**src/rtl/pmo_pkg.sv**
```systemverilog
// pmo_pkg: constants for the playback mute and output control block
// assumes a 100 MHz clock and software access over APB
package pmo_pkg;
  // soft mute ramp length in sample periods
  localparam int unsigned MUTE_SPAN_FS    = 245;
  localparam logic [7:0]  GAIN_MAX        = 8'(MUTE_SPAN_FS);
  // gain reciprocal scaled by 2^24, rounded
  localparam int unsigned RECIP_SHIFT     = 24;
  localparam logic [16:0] GAIN_RECIP      = 17'(((1 << RECIP_SHIFT) + MUTE_SPAN_FS / 2) / MUTE_SPAN_FS);
  // zero-cross timeout base in sample periods
  localparam logic [10:0] TIMEOUT_BASE_FS = 11'h080;
  // beep to speaker gain in dB
  localparam logic [3:0]  BEEP_GAIN_BASE  = 4'h8;
  localparam logic [3:0]  BEEP_GAIN_STEP  = 4'h2;
  // register byte addresses
  localparam logic [11:0] ADDR_CTRL       = 12'h000;
  localparam logic [11:0] ADDR_LEVEL      = 12'h004;
  localparam logic [11:0] ADDR_STATUS     = 12'h008;
  // control register fields
  localparam int unsigned CTRL_W          = 10;
  localparam logic [9:0]  CTRL_RST        = 10'h000;
  localparam int unsigned C_SOFT_MUTE     = 0;
  localparam int unsigned C_BEEP_PWR      = 1;
  localparam int unsigned C_BEEP_SPK      = 2;
  localparam int unsigned C_BEEP_LINE     = 3;
  localparam int unsigned C_PATH_MODE     = 4;
  localparam int unsigned C_SPK_GAIN      = 5;
  localparam int unsigned C_CONV_LINE     = 7;
  localparam int unsigned C_LINE_PWR      = 8;
  localparam int unsigned C_LINE_SAVE     = 9;
  // level control register fields
  localparam int unsigned LEVEL_W         = 8;
  localparam logic [7:0]  LEVEL_RST       = 8'h00;
  localparam int unsigned L_REC_EN        = 0;
  localparam int unsigned L_PB_EN         = 1;
  localparam int unsigned L_FILT_PWR      = 2;
  localparam int unsigned L_ZTM           = 4;
  localparam int unsigned L_WTM           = 6;
  // status register fields
  localparam int unsigned S_GAIN          = 0;
  localparam int unsigned S_RAMP_BUSY     = 8;
  localparam int unsigned S_RUN           = 9;
  localparam int unsigned S_LINE          = 11;
  // mono line output state
  typedef enum logic [1:0] {
    LINE_DOWN,
    LINE_SAVE,
    LINE_UP
  } pmo_line_t;
endpackage

```
**src/rtl/pmo_ctrl.sv**
```systemverilog
// pmo_ctrl: soft mute ramp, beep routing, line output power states, level-control exit timing
// assumes inputs synchronous to clock; inValid is the one-cycle sample-rate tick
`timescale 1ns/1ps
module pmo_ctrl #(
  parameter int unsigned SAMPLE_W = 16
) (
  // clock and reset
  input  wire logic                clock,
  input  wire logic                sys_rst,
  // apb slave
  input  wire logic                psel,
  input  wire logic                penable,
  input  wire logic                pwrite,
  input  wire logic [11:0]         paddr,
  input  wire logic [31:0]         pwdata,
  output logic      [31:0]         prdata,
  output logic                     pready,
  output logic                     pslverr,
  // playback sample stream
  input  wire logic                inValid,
  input  wire logic [SAMPLE_W-1:0] inSample,
  output logic                     outValid,
  output logic      [SAMPLE_W-1:0] outSample,
  // beep routing
  output logic                     beepPathOn,
  output logic                     beepToSpeaker,
  output logic                     beepToLine,
  output logic      [3:0]          beepSpkGainDb,
  // mono line output
  output logic                     converterToLine,
  output logic                     linePullDown,
  output logic                     linePowerSave,
  output logic                     lineEnabled,
  // level control
  output logic      [1:0]          levelCtrlRun,
  output logic      [1:0]          zeroCrossTimeout,
  output logic      [1:0]          recoveryWait
);

  typedef struct packed {
    logic [pmo_pkg::CTRL_W-1:0]  ctrl;
    logic [pmo_pkg::LEVEL_W-1:0] level;
    logic [7:0]                  gain;
    logic [SAMPLE_W-1:0]         sample;
    logic                        valid;
    logic [1:0]                  run;
    logic [10:0]                 tmRec;
    logic [10:0]                 tmPb;
    logic [31:0]                 rdata;
    pmo_pkg::pmo_line_t          line;
  } pmo_state_t;

  pmo_state_t st_r;
  pmo_state_t st_nxt;

  // timeout length for a two-bit code
  function automatic logic [10:0] timeoutLen(input logic [1:0] code);
    timeoutLen = pmo_pkg::TIMEOUT_BASE_FS << code;
  endfunction

  // one level-control channel: returns {run, count}
  function automatic logic [11:0] stepLevel(input logic en, input logic run, input logic [10:0] cnt,
                                            input logic [1:0] code, input logic tick);
    logic [10:0] inc;
    inc = cnt + 11'h001;
    if (en) begin
      stepLevel = {1'b1, 11'h000};
    end else if (run && tick) begin
      if (inc >= timeoutLen(code)) begin
        stepLevel = {1'b0, 11'h000};
      end else begin
        stepLevel = {1'b1, inc};
      end
    end else begin
      stepLevel = {run, cnt};
    end
  endfunction

  // sample times gain / span
  function automatic logic [SAMPLE_W-1:0] scaleSample(input logic [SAMPLE_W-1:0] s, input logic [7:0] g);
    logic signed [SAMPLE_W+26:0] prod;
    prod = $signed(s) * $signed({1'b0, g}) * $signed({1'b0, pmo_pkg::GAIN_RECIP});
    if (g == pmo_pkg::GAIN_MAX) begin
      scaleSample = s;
    end else begin
      scaleSample = prod[pmo_pkg::RECIP_SHIFT +: SAMPLE_W];
    end
  endfunction

  logic        access;
  logic        mapped;
  logic        softMute;
  logic [11:0] recStep;
  logic [11:0] pbStep;

  assign access   = psel && penable;
  assign mapped   = (paddr == pmo_pkg::ADDR_CTRL) || (paddr == pmo_pkg::ADDR_LEVEL) ||
                    (paddr == pmo_pkg::ADDR_STATUS);
  assign softMute = st_r.ctrl[pmo_pkg::C_SOFT_MUTE];
  assign recStep  = stepLevel(st_r.level[pmo_pkg::L_REC_EN], st_r.run[0], st_r.tmRec,
                              st_r.level[pmo_pkg::L_ZTM +: 2], inValid);
  assign pbStep   = stepLevel(st_r.level[pmo_pkg::L_PB_EN], st_r.run[1], st_r.tmPb,
                              st_r.level[pmo_pkg::L_ZTM +: 2], inValid);

  always_comb begin
    st_nxt       = st_r;
    st_nxt.valid = 1'b0;
    // zero wait state slave, read data captured in setup
    if (psel && !penable) begin
      case (paddr)
        pmo_pkg::ADDR_CTRL:   st_nxt.rdata = 32'(st_r.ctrl);
        pmo_pkg::ADDR_LEVEL:  st_nxt.rdata = 32'(st_r.level);
        pmo_pkg::ADDR_STATUS: st_nxt.rdata = 32'({st_r.line, st_r.run,
                                                  (st_r.gain != pmo_pkg::GAIN_MAX) && (st_r.gain != 8'h00),
                                                  st_r.gain});
        default:              st_nxt.rdata = 32'h0000_0000;
      endcase
    end
    if (access && pwrite) begin
      case (paddr)
        pmo_pkg::ADDR_CTRL:  st_nxt.ctrl  = pwdata[pmo_pkg::CTRL_W-1:0];
        pmo_pkg::ADDR_LEVEL: st_nxt.level = pwdata[pmo_pkg::LEVEL_W-1:0];
        default:             st_nxt.ctrl  = st_r.ctrl;
      endcase
    end
    // soft mute on the sample stream, one step per sample
    if (inValid) begin
      st_nxt.sample = scaleSample(inSample, st_r.gain);
      st_nxt.valid  = 1'b1;
      if (softMute && st_r.gain != 8'h00) begin
        st_nxt.gain = st_r.gain - 8'h01;
      end else if (!softMute && st_r.gain != pmo_pkg::GAIN_MAX) begin
        st_nxt.gain = st_r.gain + 8'h01;
      end
    end
    // level control exits to manual only after the timeout
    st_nxt.run[0] = recStep[11];
    st_nxt.tmRec  = recStep[10:0];
    st_nxt.run[1] = pbStep[11];
    st_nxt.tmPb   = pbStep[10:0];
    // mono line output power state
    if (st_r.ctrl[pmo_pkg::C_LINE_SAVE]) begin
      st_nxt.line = pmo_pkg::LINE_SAVE;
    end else if (st_r.ctrl[pmo_pkg::C_LINE_PWR]) begin
      st_nxt.line = pmo_pkg::LINE_UP;
    end else begin
      st_nxt.line = pmo_pkg::LINE_DOWN;
    end
    if (sys_rst) begin
      st_nxt       = '0;
      st_nxt.ctrl  = pmo_pkg::CTRL_RST;
      st_nxt.level = pmo_pkg::LEVEL_RST;
      st_nxt.gain  = pmo_pkg::GAIN_MAX;
      st_nxt.line  = pmo_pkg::LINE_DOWN;
    end
  end

  always_ff @(posedge clock) begin
    st_r <= st_nxt;
  end

  // bus answers
  assign prdata  = st_r.rdata;
  assign pready  = 1'b1;
  assign pslverr = access && !mapped;

  // sample output
  assign outValid  = st_r.valid;
  assign outSample = st_r.sample;

  // beep routing and gain
  assign beepPathOn    = st_r.ctrl[pmo_pkg::C_BEEP_PWR];
  assign beepToSpeaker = st_r.ctrl[pmo_pkg::C_BEEP_SPK] && beepPathOn;
  assign beepToLine    = st_r.ctrl[pmo_pkg::C_BEEP_LINE] && beepPathOn;
  assign beepSpkGainDb = pmo_pkg::BEEP_GAIN_BASE +
                         4'(pmo_pkg::BEEP_GAIN_STEP * {2'b00, st_r.ctrl[pmo_pkg::C_SPK_GAIN +: 2]});

  // line output
  assign converterToLine = st_r.ctrl[pmo_pkg::C_CONV_LINE];
  assign linePullDown    = st_r.line == pmo_pkg::LINE_DOWN;
  assign linePowerSave   = st_r.line == pmo_pkg::LINE_SAVE;
  assign lineEnabled     = st_r.line == pmo_pkg::LINE_UP;

  // level control settings seen by the limiter; host keeps them stable while running
  assign levelCtrlRun     = st_r.run;
  assign zeroCrossTimeout = st_r.level[pmo_pkg::L_ZTM +: 2];
  assign recoveryWait     = st_r.level[pmo_pkg::L_WTM +: 2];
endmodule

```
**config.mk**
```make
export PLATFORM = sky130hd
export DESIGN_NAME = pmo_ctrl
export DESIGN_NICKNAME = d
export VERILOG_FILES = /design/src/rtl/pmo_pkg.sv /design/src/rtl/pmo_ctrl.sv
export SDC_FILE = /design/constraint.sdc
export NUM_CORES = 1
export LEC_CHECK = 0
export BUFFER_PORTS_ARGS = -buffer_cell sky130_fd_sc_hd__clkbuf_2
export CELL_PAD_IN_SITES_DETAIL_PLACEMENT = 2
export CELL_PAD_IN_SITES_GLOBAL_PLACEMENT = 2
export CORE_UTILIZATION = 40
export DETAILED_ROUTE_END_ITERATION = 10
export PLACE_DENSITY_LB_ADDON = 0.1
export SLEW_MARGIN = 10
export SYNTH_ARGS = -nofsm -noshare
export SYNTH_HDL_FRONTEND = slang
export SYNTH_SLANG_ARGS = --single-unit
```
**constraint.sdc**
```tcl
create_clock -name clock -period 13.9 [get_ports clock]
set_input_delay 1.39 -clock clock [delete_from_list [all_inputs] [get_ports clock]]
set_output_delay 1.39 -clock clock [all_outputs]
set_load 0.03 [all_outputs]
```
==> results of run 1 <==
==> routing by layer <==
metal | vias up | global-route usage | part of all wire
met1 | 6406 | 0.2843 | 0.42
met3 | 51 | 0.02439 | 0.015
met5 | - | 0 | 0
met2 | 98 | 0.4473 | 0.54
li1 | 5684 | - | -
met4 | 0 | 0.06276 | 0.025
==> logic make-up (layout without fill, tap and decap cells) <==
logic type	Yosys count	in the layout
mux	37	37
flops	82	82
other cells	2	22
fa+ha+maj	491	491
xor+xnor	75	75
buf+inv	545	553
compound gates	227	227
simple gates	381	381
==> cells in the final DEF, fill, tap and decap left out, types with 5 or more instances in the layout <==
| cell | count |
|---|---|
| inv_1 | 427 |
| fa_1 | 281 |
| ha_1 | 208 |
| nand2_1 | 98 |
| nor2_1 | 97 |
| clkbuf_2 | 89 |
| dfxtp_1 | 82 |
| and2_1 | 81 |
| a21oi_1 | 67 |
| o21ai_0 | 52 |
| xnor2_1 | 48 |
| mux2i_1 | 33 |
| a21o_1 | 22 |
| xor2_1 | 22 |
| conb_1 | 22 |
| buf_4 | 18 |
| a22oi_1 | 17 |
| a211oi_1 | 14 |
| and3_1 | 14 |
| nor2b_1 | 14 |
| nand3b_1 | 14 |
| nand2b_1 | 12 |
| nand3_1 | 10 |
| nor4_1 | 9 |
| clkbuf_16 | 9 |
| nor3_1 | 7 |
| o211ai_1 | 7 |
| o21ai_1 | 6 |
| nand4_1 | 6 |
| o21bai_1 | 6 |
| a211o_1 | 6 |
| o21a_1 | 5 |
==> worst reg2reg max path, delay by kind of cell (launching register included) <==
| kind | cells | cell delay [ns] |
|---|---|---|
| adders and majority gates | 12 | 5.74 |
| and+or+nand+nor | 8 | 2.37 |
| AOI/OAI and AO/OA | 10 | 2.29 |
| DFF | 1 | 0.95 |
| buffers and inverters | 9 | 0.73 |
| xor gates and xnor gates | 1 | 0.11 |
==> sequential cells by signal (all words and copies together) (netlist names) <==
register,flops
outValid,1
recoveryWait,2
levelCtrlRun,2
beepPathOn,1
zeroCrossTimeout,2
prdata,13
softMute,1
converterToLine,1
st_r,43
outSample,16
==> path summary, 6_finish.rpt <==
check / from / to / cells past startpoint
worst max-delay path: inSample[7] / outSample[11]$_SDFFE_PP0P_ / 40
worst min-delay path: outSample[6]$_SDFFE_PP0P_ / outSample[6]$_SDFFE_PP0P_ / 2
worst max register to register: st_r[75]$_SDFFE_PP1P_ / outSample[11]$_SDFFE_PP0P_ / 40
worst min register to register: outSample[6]$_SDFFE_PP0P_ / outSample[6]$_SDFFE_PP0P_ / 2
==> synth_stat cells, drive strengths merged, types with 2 or more instances <==
cell,count,share of area
a211o,6,0.0032
a211oi,16,0.0078
a21boi,2,0.0016
a21o,22,0.0099
a21oi,67,0.020
a221oi,3,0.0016
a22oi,17,0.0077
a311oi,4,0.0021
a31oi,2,0.00075
and2,82,0.031
and3,14,0.0053
buf,66,0.028
clkbuf,49,0.011
clkinv,2,0.00045
conb,2,0.00045
dfxtp,82,0.099
fa,281,0.34
ha,208,0.16
inv,428,0.097
maj3,2,0.0012
mux2,4,0.0029
mux2i,33,0.020
nand2,98,0.022
nand2b,12,0.0045
nand3,10,0.0030
nand3b,14,0.0063
nand4,6,0.0023
nor2,97,0.022
nor2b,14,0.0053
nor3,8,0.0027
nor3b,4,0.0018
nor4,10,0.0038
o211ai,8,0.0039
o21a,6,0.0028
o21ai,59,0.018
o21bai,6,0.0027
o221ai,2,0.0011
or2,4,0.0015
or3,2,0.00075
or4,2,0.00090
xnor2,52,0.028
xor2,23,0.013
==> layout make-up <==
cell class	count	area [um^2]	area share
Clock buffer	9	225.2	0.01279
Multi-Input combinational cell	1233	12810	0.7274
Clock inverter	7	71.32	0.004050
Sequential cell	82	1642	0.09321
Inverter	430	1617	0.09179
Tap cell	532	665.6	0.03780
Timing Repair Buffer	107	580.6	0.03297
==> metrics by stage <==
stage | util | std cells | hold slack [ns] | instance area, um^2 | worst slack (ns)
after CTS | 0.4303 | 2400 | 0.4923 | 17610 | 1.352
final | 0.4303 | 2400 | 0.4959 | 17610 | 1.445
after global placement | 0.4231 | 2384 | 0.4617 | 17310 | 1.363
after floorplan | - | 1860 | 0.4334 | 16700 | 2.758
after detailed placement | 0.4231 | 2384 | 0.4777 | 17310 | 0.9788
after global routing | 0.4303 | 2400 | 0.5147 | 17610 | 0.8484
==> results.md, run 1 <==
- Clock latency on the worst-skew pair: 0.37 ns
- Final HPWL DP: 39660 um
- Initial antenna violation count: 1
- Die extent in y: between 200 and 250 um
- Post-synthesis instance total: 1840
- Post-cts sizing count: 0
- Sequential share of the synthesized area: 0.09877
- Fill cells: 4590
- CP most frequent cell: fa_1
- Clock slew at reported path FFs: about 0.08 ns
- XOR/XNOR Fraction of Synth Area: 0.04155
- Worst Max-Slew Pin Slew: 1.110 ns
- RSZ-0062 raised after global routing: false
- CP Max Fanout: 9
- Synth Area in Compound Gates: 0.08830
- First-pass GRT wire length: ~77000 um
- Final setup fails: 0
- Count of cell types in the netlist: 68
- Final Hold Violating Endpoints: 0
- CTS tree: done
- Die width: just over 200 um
- Htree depth: 3
- Ys flop type: dfxtp_1
- Critical Path Slowest Stage Cell: nor3_1
- Slew headroom: 0.2565
- Startpoint types: input pin
- Avg Inst Size Synth: 9.033 um^2
- Largest delay contributor family on the critical path: adder cells
- Slowest cell delay on critical path: 0.78 ns
- Vias: 12240
- Rows: 74
- Core area: 40920 um^2
- Layout cell share with drive strength beyond 1: 0.07976
- Worst Skew: roughly 0.016 ns
- MaxCap Viol Count: 0
- Root buffer cell: clkbuf_16
- Hold Buf Count CTS: 0
- # diodes: 0
- Placer's final routability congestion estimate: 0.7814
- Tcrit/Tclk final: 0.8961
- IO buf count: 89
- Maximum buffer depth of the clock tree: 2
- Yosys warnings: 0
- Setup tns final: 0 ns
- Req. time, crit path: roughly 14 ns
- Status: complete, no violations
- Num CTS Buffers: 9
- Post-synth ARST share: 0
- Worst Hold Class: reg2reg
- 1st-pass router iterations: 5
- Arr. time, crit path: 12.73 ns
- Multiplexer area fraction after synthesis: 0.02281
- Mean routed wirelength per cell: between 15 and 20 um
- Setup bufs post-CTS: 0
- Number of synthesized register bits: 82
- Initial DRC Count: 316
- Final wirelength: 47320 um
- Final ANT Viol Nets: 0
- Largest family of logic cells by synthesized area: adder cells
- Simple-Gate Fraction of Synth Area: 0.1153
- Slew Viols, Final: 0
- GRT Util Overall: 0.2375
- Crit path capture type: flip-flop
- Io pins: 134
- Nets@finish: 2418
- Min Tclk post-route: 12.46 ns
- Via/cell ratio: 5.100
- Achievable frequency: 0.08029 GHz
- # clock sinks: 82
- WP buf/inv: 10
- Post-synthesis adder-cell area fraction: 0.4962
- Die area: 42370 um^2
- Grt ovf: 0
- CP Class: in2reg
- Drt drc: 0
- Vias in the first global route: 14390
- Starting density of the core: 0.4061
- Number of flops mapped to enable cells by yosys: 0
- Pin count of the biggest net entering global routing: 65
- Area delta synth->final: 5.954%
- Synthesized area: 16620 um^2
- R2r setup slk: ~1.6 ns
Power of run 1 is left out: the tool's default activity adds up to more than one toggle a clock period on the data nets, which glitch-free logic cannot reach.
==> run 2, diff against run 1 <==
--- a/config.mk
+++ b/config.mk
@@ -11,6 +11,7 @@
 export CORE_UTILIZATION = 40
 export DETAILED_ROUTE_END_ITERATION = 10
 export PLACE_DENSITY_LB_ADDON = 0.1
+export REMOVE_ABC_BUFFERS = 1
 export SLEW_MARGIN = 10
 export SYNTH_ARGS = -nofsm -noshare
 export SYNTH_HDL_FRONTEND = slang
==> run 2 against run 1 <==
Net effect:
- clock-buffer cell count unchanged
- final cell count barely moved
- final area hardly changed
- routed wire length down 1.3%
- first-iteration DRC count shrank 5.4%
- register-to-register slack improved by 0.24 ns
- clock skew down 0.0013 ns
- critical path depth stayed put
- sequential cell count unchanged
- fmax grew 1.7%
- hold slack got worse by 0.0092 ns
- die area is the same
==> results.md, run 2 (synthesis gave the netlist of run 1 again) <==
- # clock sinks: 82 (unchanged)
- Worst Skew: 0.01500 ns (was 0.01634 ns)
- Vias: 12210 (was 12240)
- Slowest cell delay on critical path: 0.58 ns (was 0.78 ns)
- Placer's final routability congestion estimate: 0.8250 (was 0.7814)
- Worst Hold Class: reg2reg (unchanged)
- WP buf/inv: 9 (was 10)
- Setup tns final: 0 ns (unchanged)
- Pin count of the biggest net entering global routing: 36 (was 65)
- Tcrit/Tclk final: 0.8814 (was 0.8961)
- GRT Util Overall: 0.2354 (was 0.2375)
- Register Area: 1642 um^2 (unchanged)
- Htree depth: 3 (unchanged)
- Slew headroom: 0.1910 (was 0.2565)
- Min Tclk post-route: 12.25 ns (was 12.46 ns)
- Fill cells: 4552 (was 4590)
- Achievable frequency: 0.08162 GHz (was 0.08029 GHz)
- IO buf count: 89 (unchanged)
- Initial DRC Count: 299 (was 316)
- Die width: 205.8 um (unchanged)
- Final setup fails: 0 (unchanged)
- Req. time, crit path: 14.19 ns (was 14.17 ns)
- CTS tree: done (unchanged)
- Clock latency on the worst-skew pair: 0.38 ns (was 0.37 ns)
- Nets@finish: 2415 (was 2418)
- Final wirelength: 46700 um (was 47320 um)
- Worst Max-Slew Pin Slew: 1.208 ns (was 1.110 ns)
- Clock slew at reported path FFs: 0.07 ns (was 0.08 ns)
- Mean routed wirelength per cell: 19.47 um (was 19.71 um)
- Arr. time, crit path: 12.55 ns (was 12.73 ns)
- Most common cell after layout, fill and taps aside: inv_1 (unchanged)
- Hold Buf Count CTS: 0 (unchanged)
- Startpoint types: input pin (unchanged)
- Largest delay contributor family on the critical path: adder cells (unchanged)
- Slew Viols, Final: 0 (unchanged)
- CP Max Fanout: 9 (unchanged)
- Num CTS Buffers: 9 (unchanged)
- Setup bufs post-CTS: 0 (unchanged)
- Root buffer cell: clkbuf_16 (unchanged)
- Non-Filler Instances: 2399 (was 2400)
- CP most frequent cell: fa_1 (unchanged)
- Die area: 42370 um^2 (unchanged)
- Grt ovf: 0 (unchanged)
- CP Class: in2reg (unchanged)
- Final Hold Violating Endpoints: 0 (unchanged)
- Maximum buffer depth of the clock tree: 2 (unchanged)
- Post-cts sizing count: 0 (unchanged)
- Layout cell share with drive strength beyond 1: 0.07828 (was 0.07976)
- Final ANT Viol Nets: 0 (unchanged)
- RSZ-0062 raised after global routing: false (unchanged)
- Critical Path Slowest Stage Cell: fa_1 (was nor3_1)
- MaxCap Viol Count: 0 (unchanged)
- First-pass GRT wire length: 76020 um (was 76710 um)
- Crit path capture type: flip-flop (unchanged)
- Die extent in y: 205.8 um (unchanged)
- Placed Cells: 2381 (was 2384)
- Biggest register: st_r (unchanged)
- Final HPWL DP: 39090 um (was 39660 um)
- Rows: 74 (unchanged)
- Via/cell ratio: 5.088 (was 5.100)
- Most frequent cells in the layout: inv_1, fa_1, ha_1 (unchanged)
- Core area: 40920 um^2 (unchanged)
- Starting density of the core: 0.4061 (unchanged)
- Max reg flops: 43 (unchanged)
- Area of the multi-input gates: 12810 um^2 (unchanged)
- Area delta synth->final: 5.879% (was 5.954%)
- Status: complete, no violations (unchanged)
- Drt drc: 0 (unchanged)
- Io pins: 134 (unchanged)
- 1st-pass router iterations: 4 (was 5)
- Initial antenna violation count: 0 (was 1)
- Vias in the first global route: 14300 (was 14390)
run 2: worst register-to-register path, delay by kind of cell (launching register included):
| kind | cells | cell delay [ns] |
|---|---|---|
| xor+xnor | 2 | 0.76 |
| mux | 1 | 0.14 |
| buf+inv | 8 | 0.64 |
| simple gates | 4 | 0.59 |
| flops | 1 | 1.03 |
| fa+ha+maj | 12 | 5.67 |
| compound gates | 13 | 3.13 |
run 2: layout make-up:
class                   instances  area share
inverters                     430     0.09186
repair buffers                104     0.03171
multi-input cells            1233      0.7279
clock inverters                 7    0.004337
clock buffers                   9     0.01280
diodes                          2   0.0002844
flip-flops and latches         82     0.09328
well taps                     532     0.03782
run 2: metrics by stage:
step	area (um^2)	hold slack, ns	utilization	setup slack, ns
after detailed placement	17290	0.4766	0.4225	1.139
after CTS	17590	0.4958	0.4299	1.518
after global placement	17290	0.4631	0.4225	1.405
after global routing	17590	0.5080	0.4299	0.8227
final	17600	0.4867	0.4300	1.648
after floorplan	16040	0.4293	-	2.838
run 2: metal layers:
metal	up-vias	wire length (um)	global-route usage
met5	-	0	0
met4	0	702	0.04307
met3	42	877	0.03215
li1	5669	-	-
met1	6400	19790	0.2827
met2	96	25330	0.4450
run 2: final timing paths:
check                               from                   endpoint  slack, ns  depth (start not counted)
hold reg to reg   st_r[100]$_SDFFE_PP0P_         st_r[1]$_SDFF_PP0_       0.49                          1
setup reg to reg   st_r[76]$_SDFFE_PP0P_  outSample[9]$_SDFFE_PP0P_       1.85                         40
hold / removal    st_r[100]$_SDFFE_PP0P_         st_r[1]$_SDFF_PP0_       0.49                          1
setup / recovery            inSample[12]  outSample[9]$_SDFFE_PP0P_       1.65                         40
Power of run 2 is left out for the same reason.
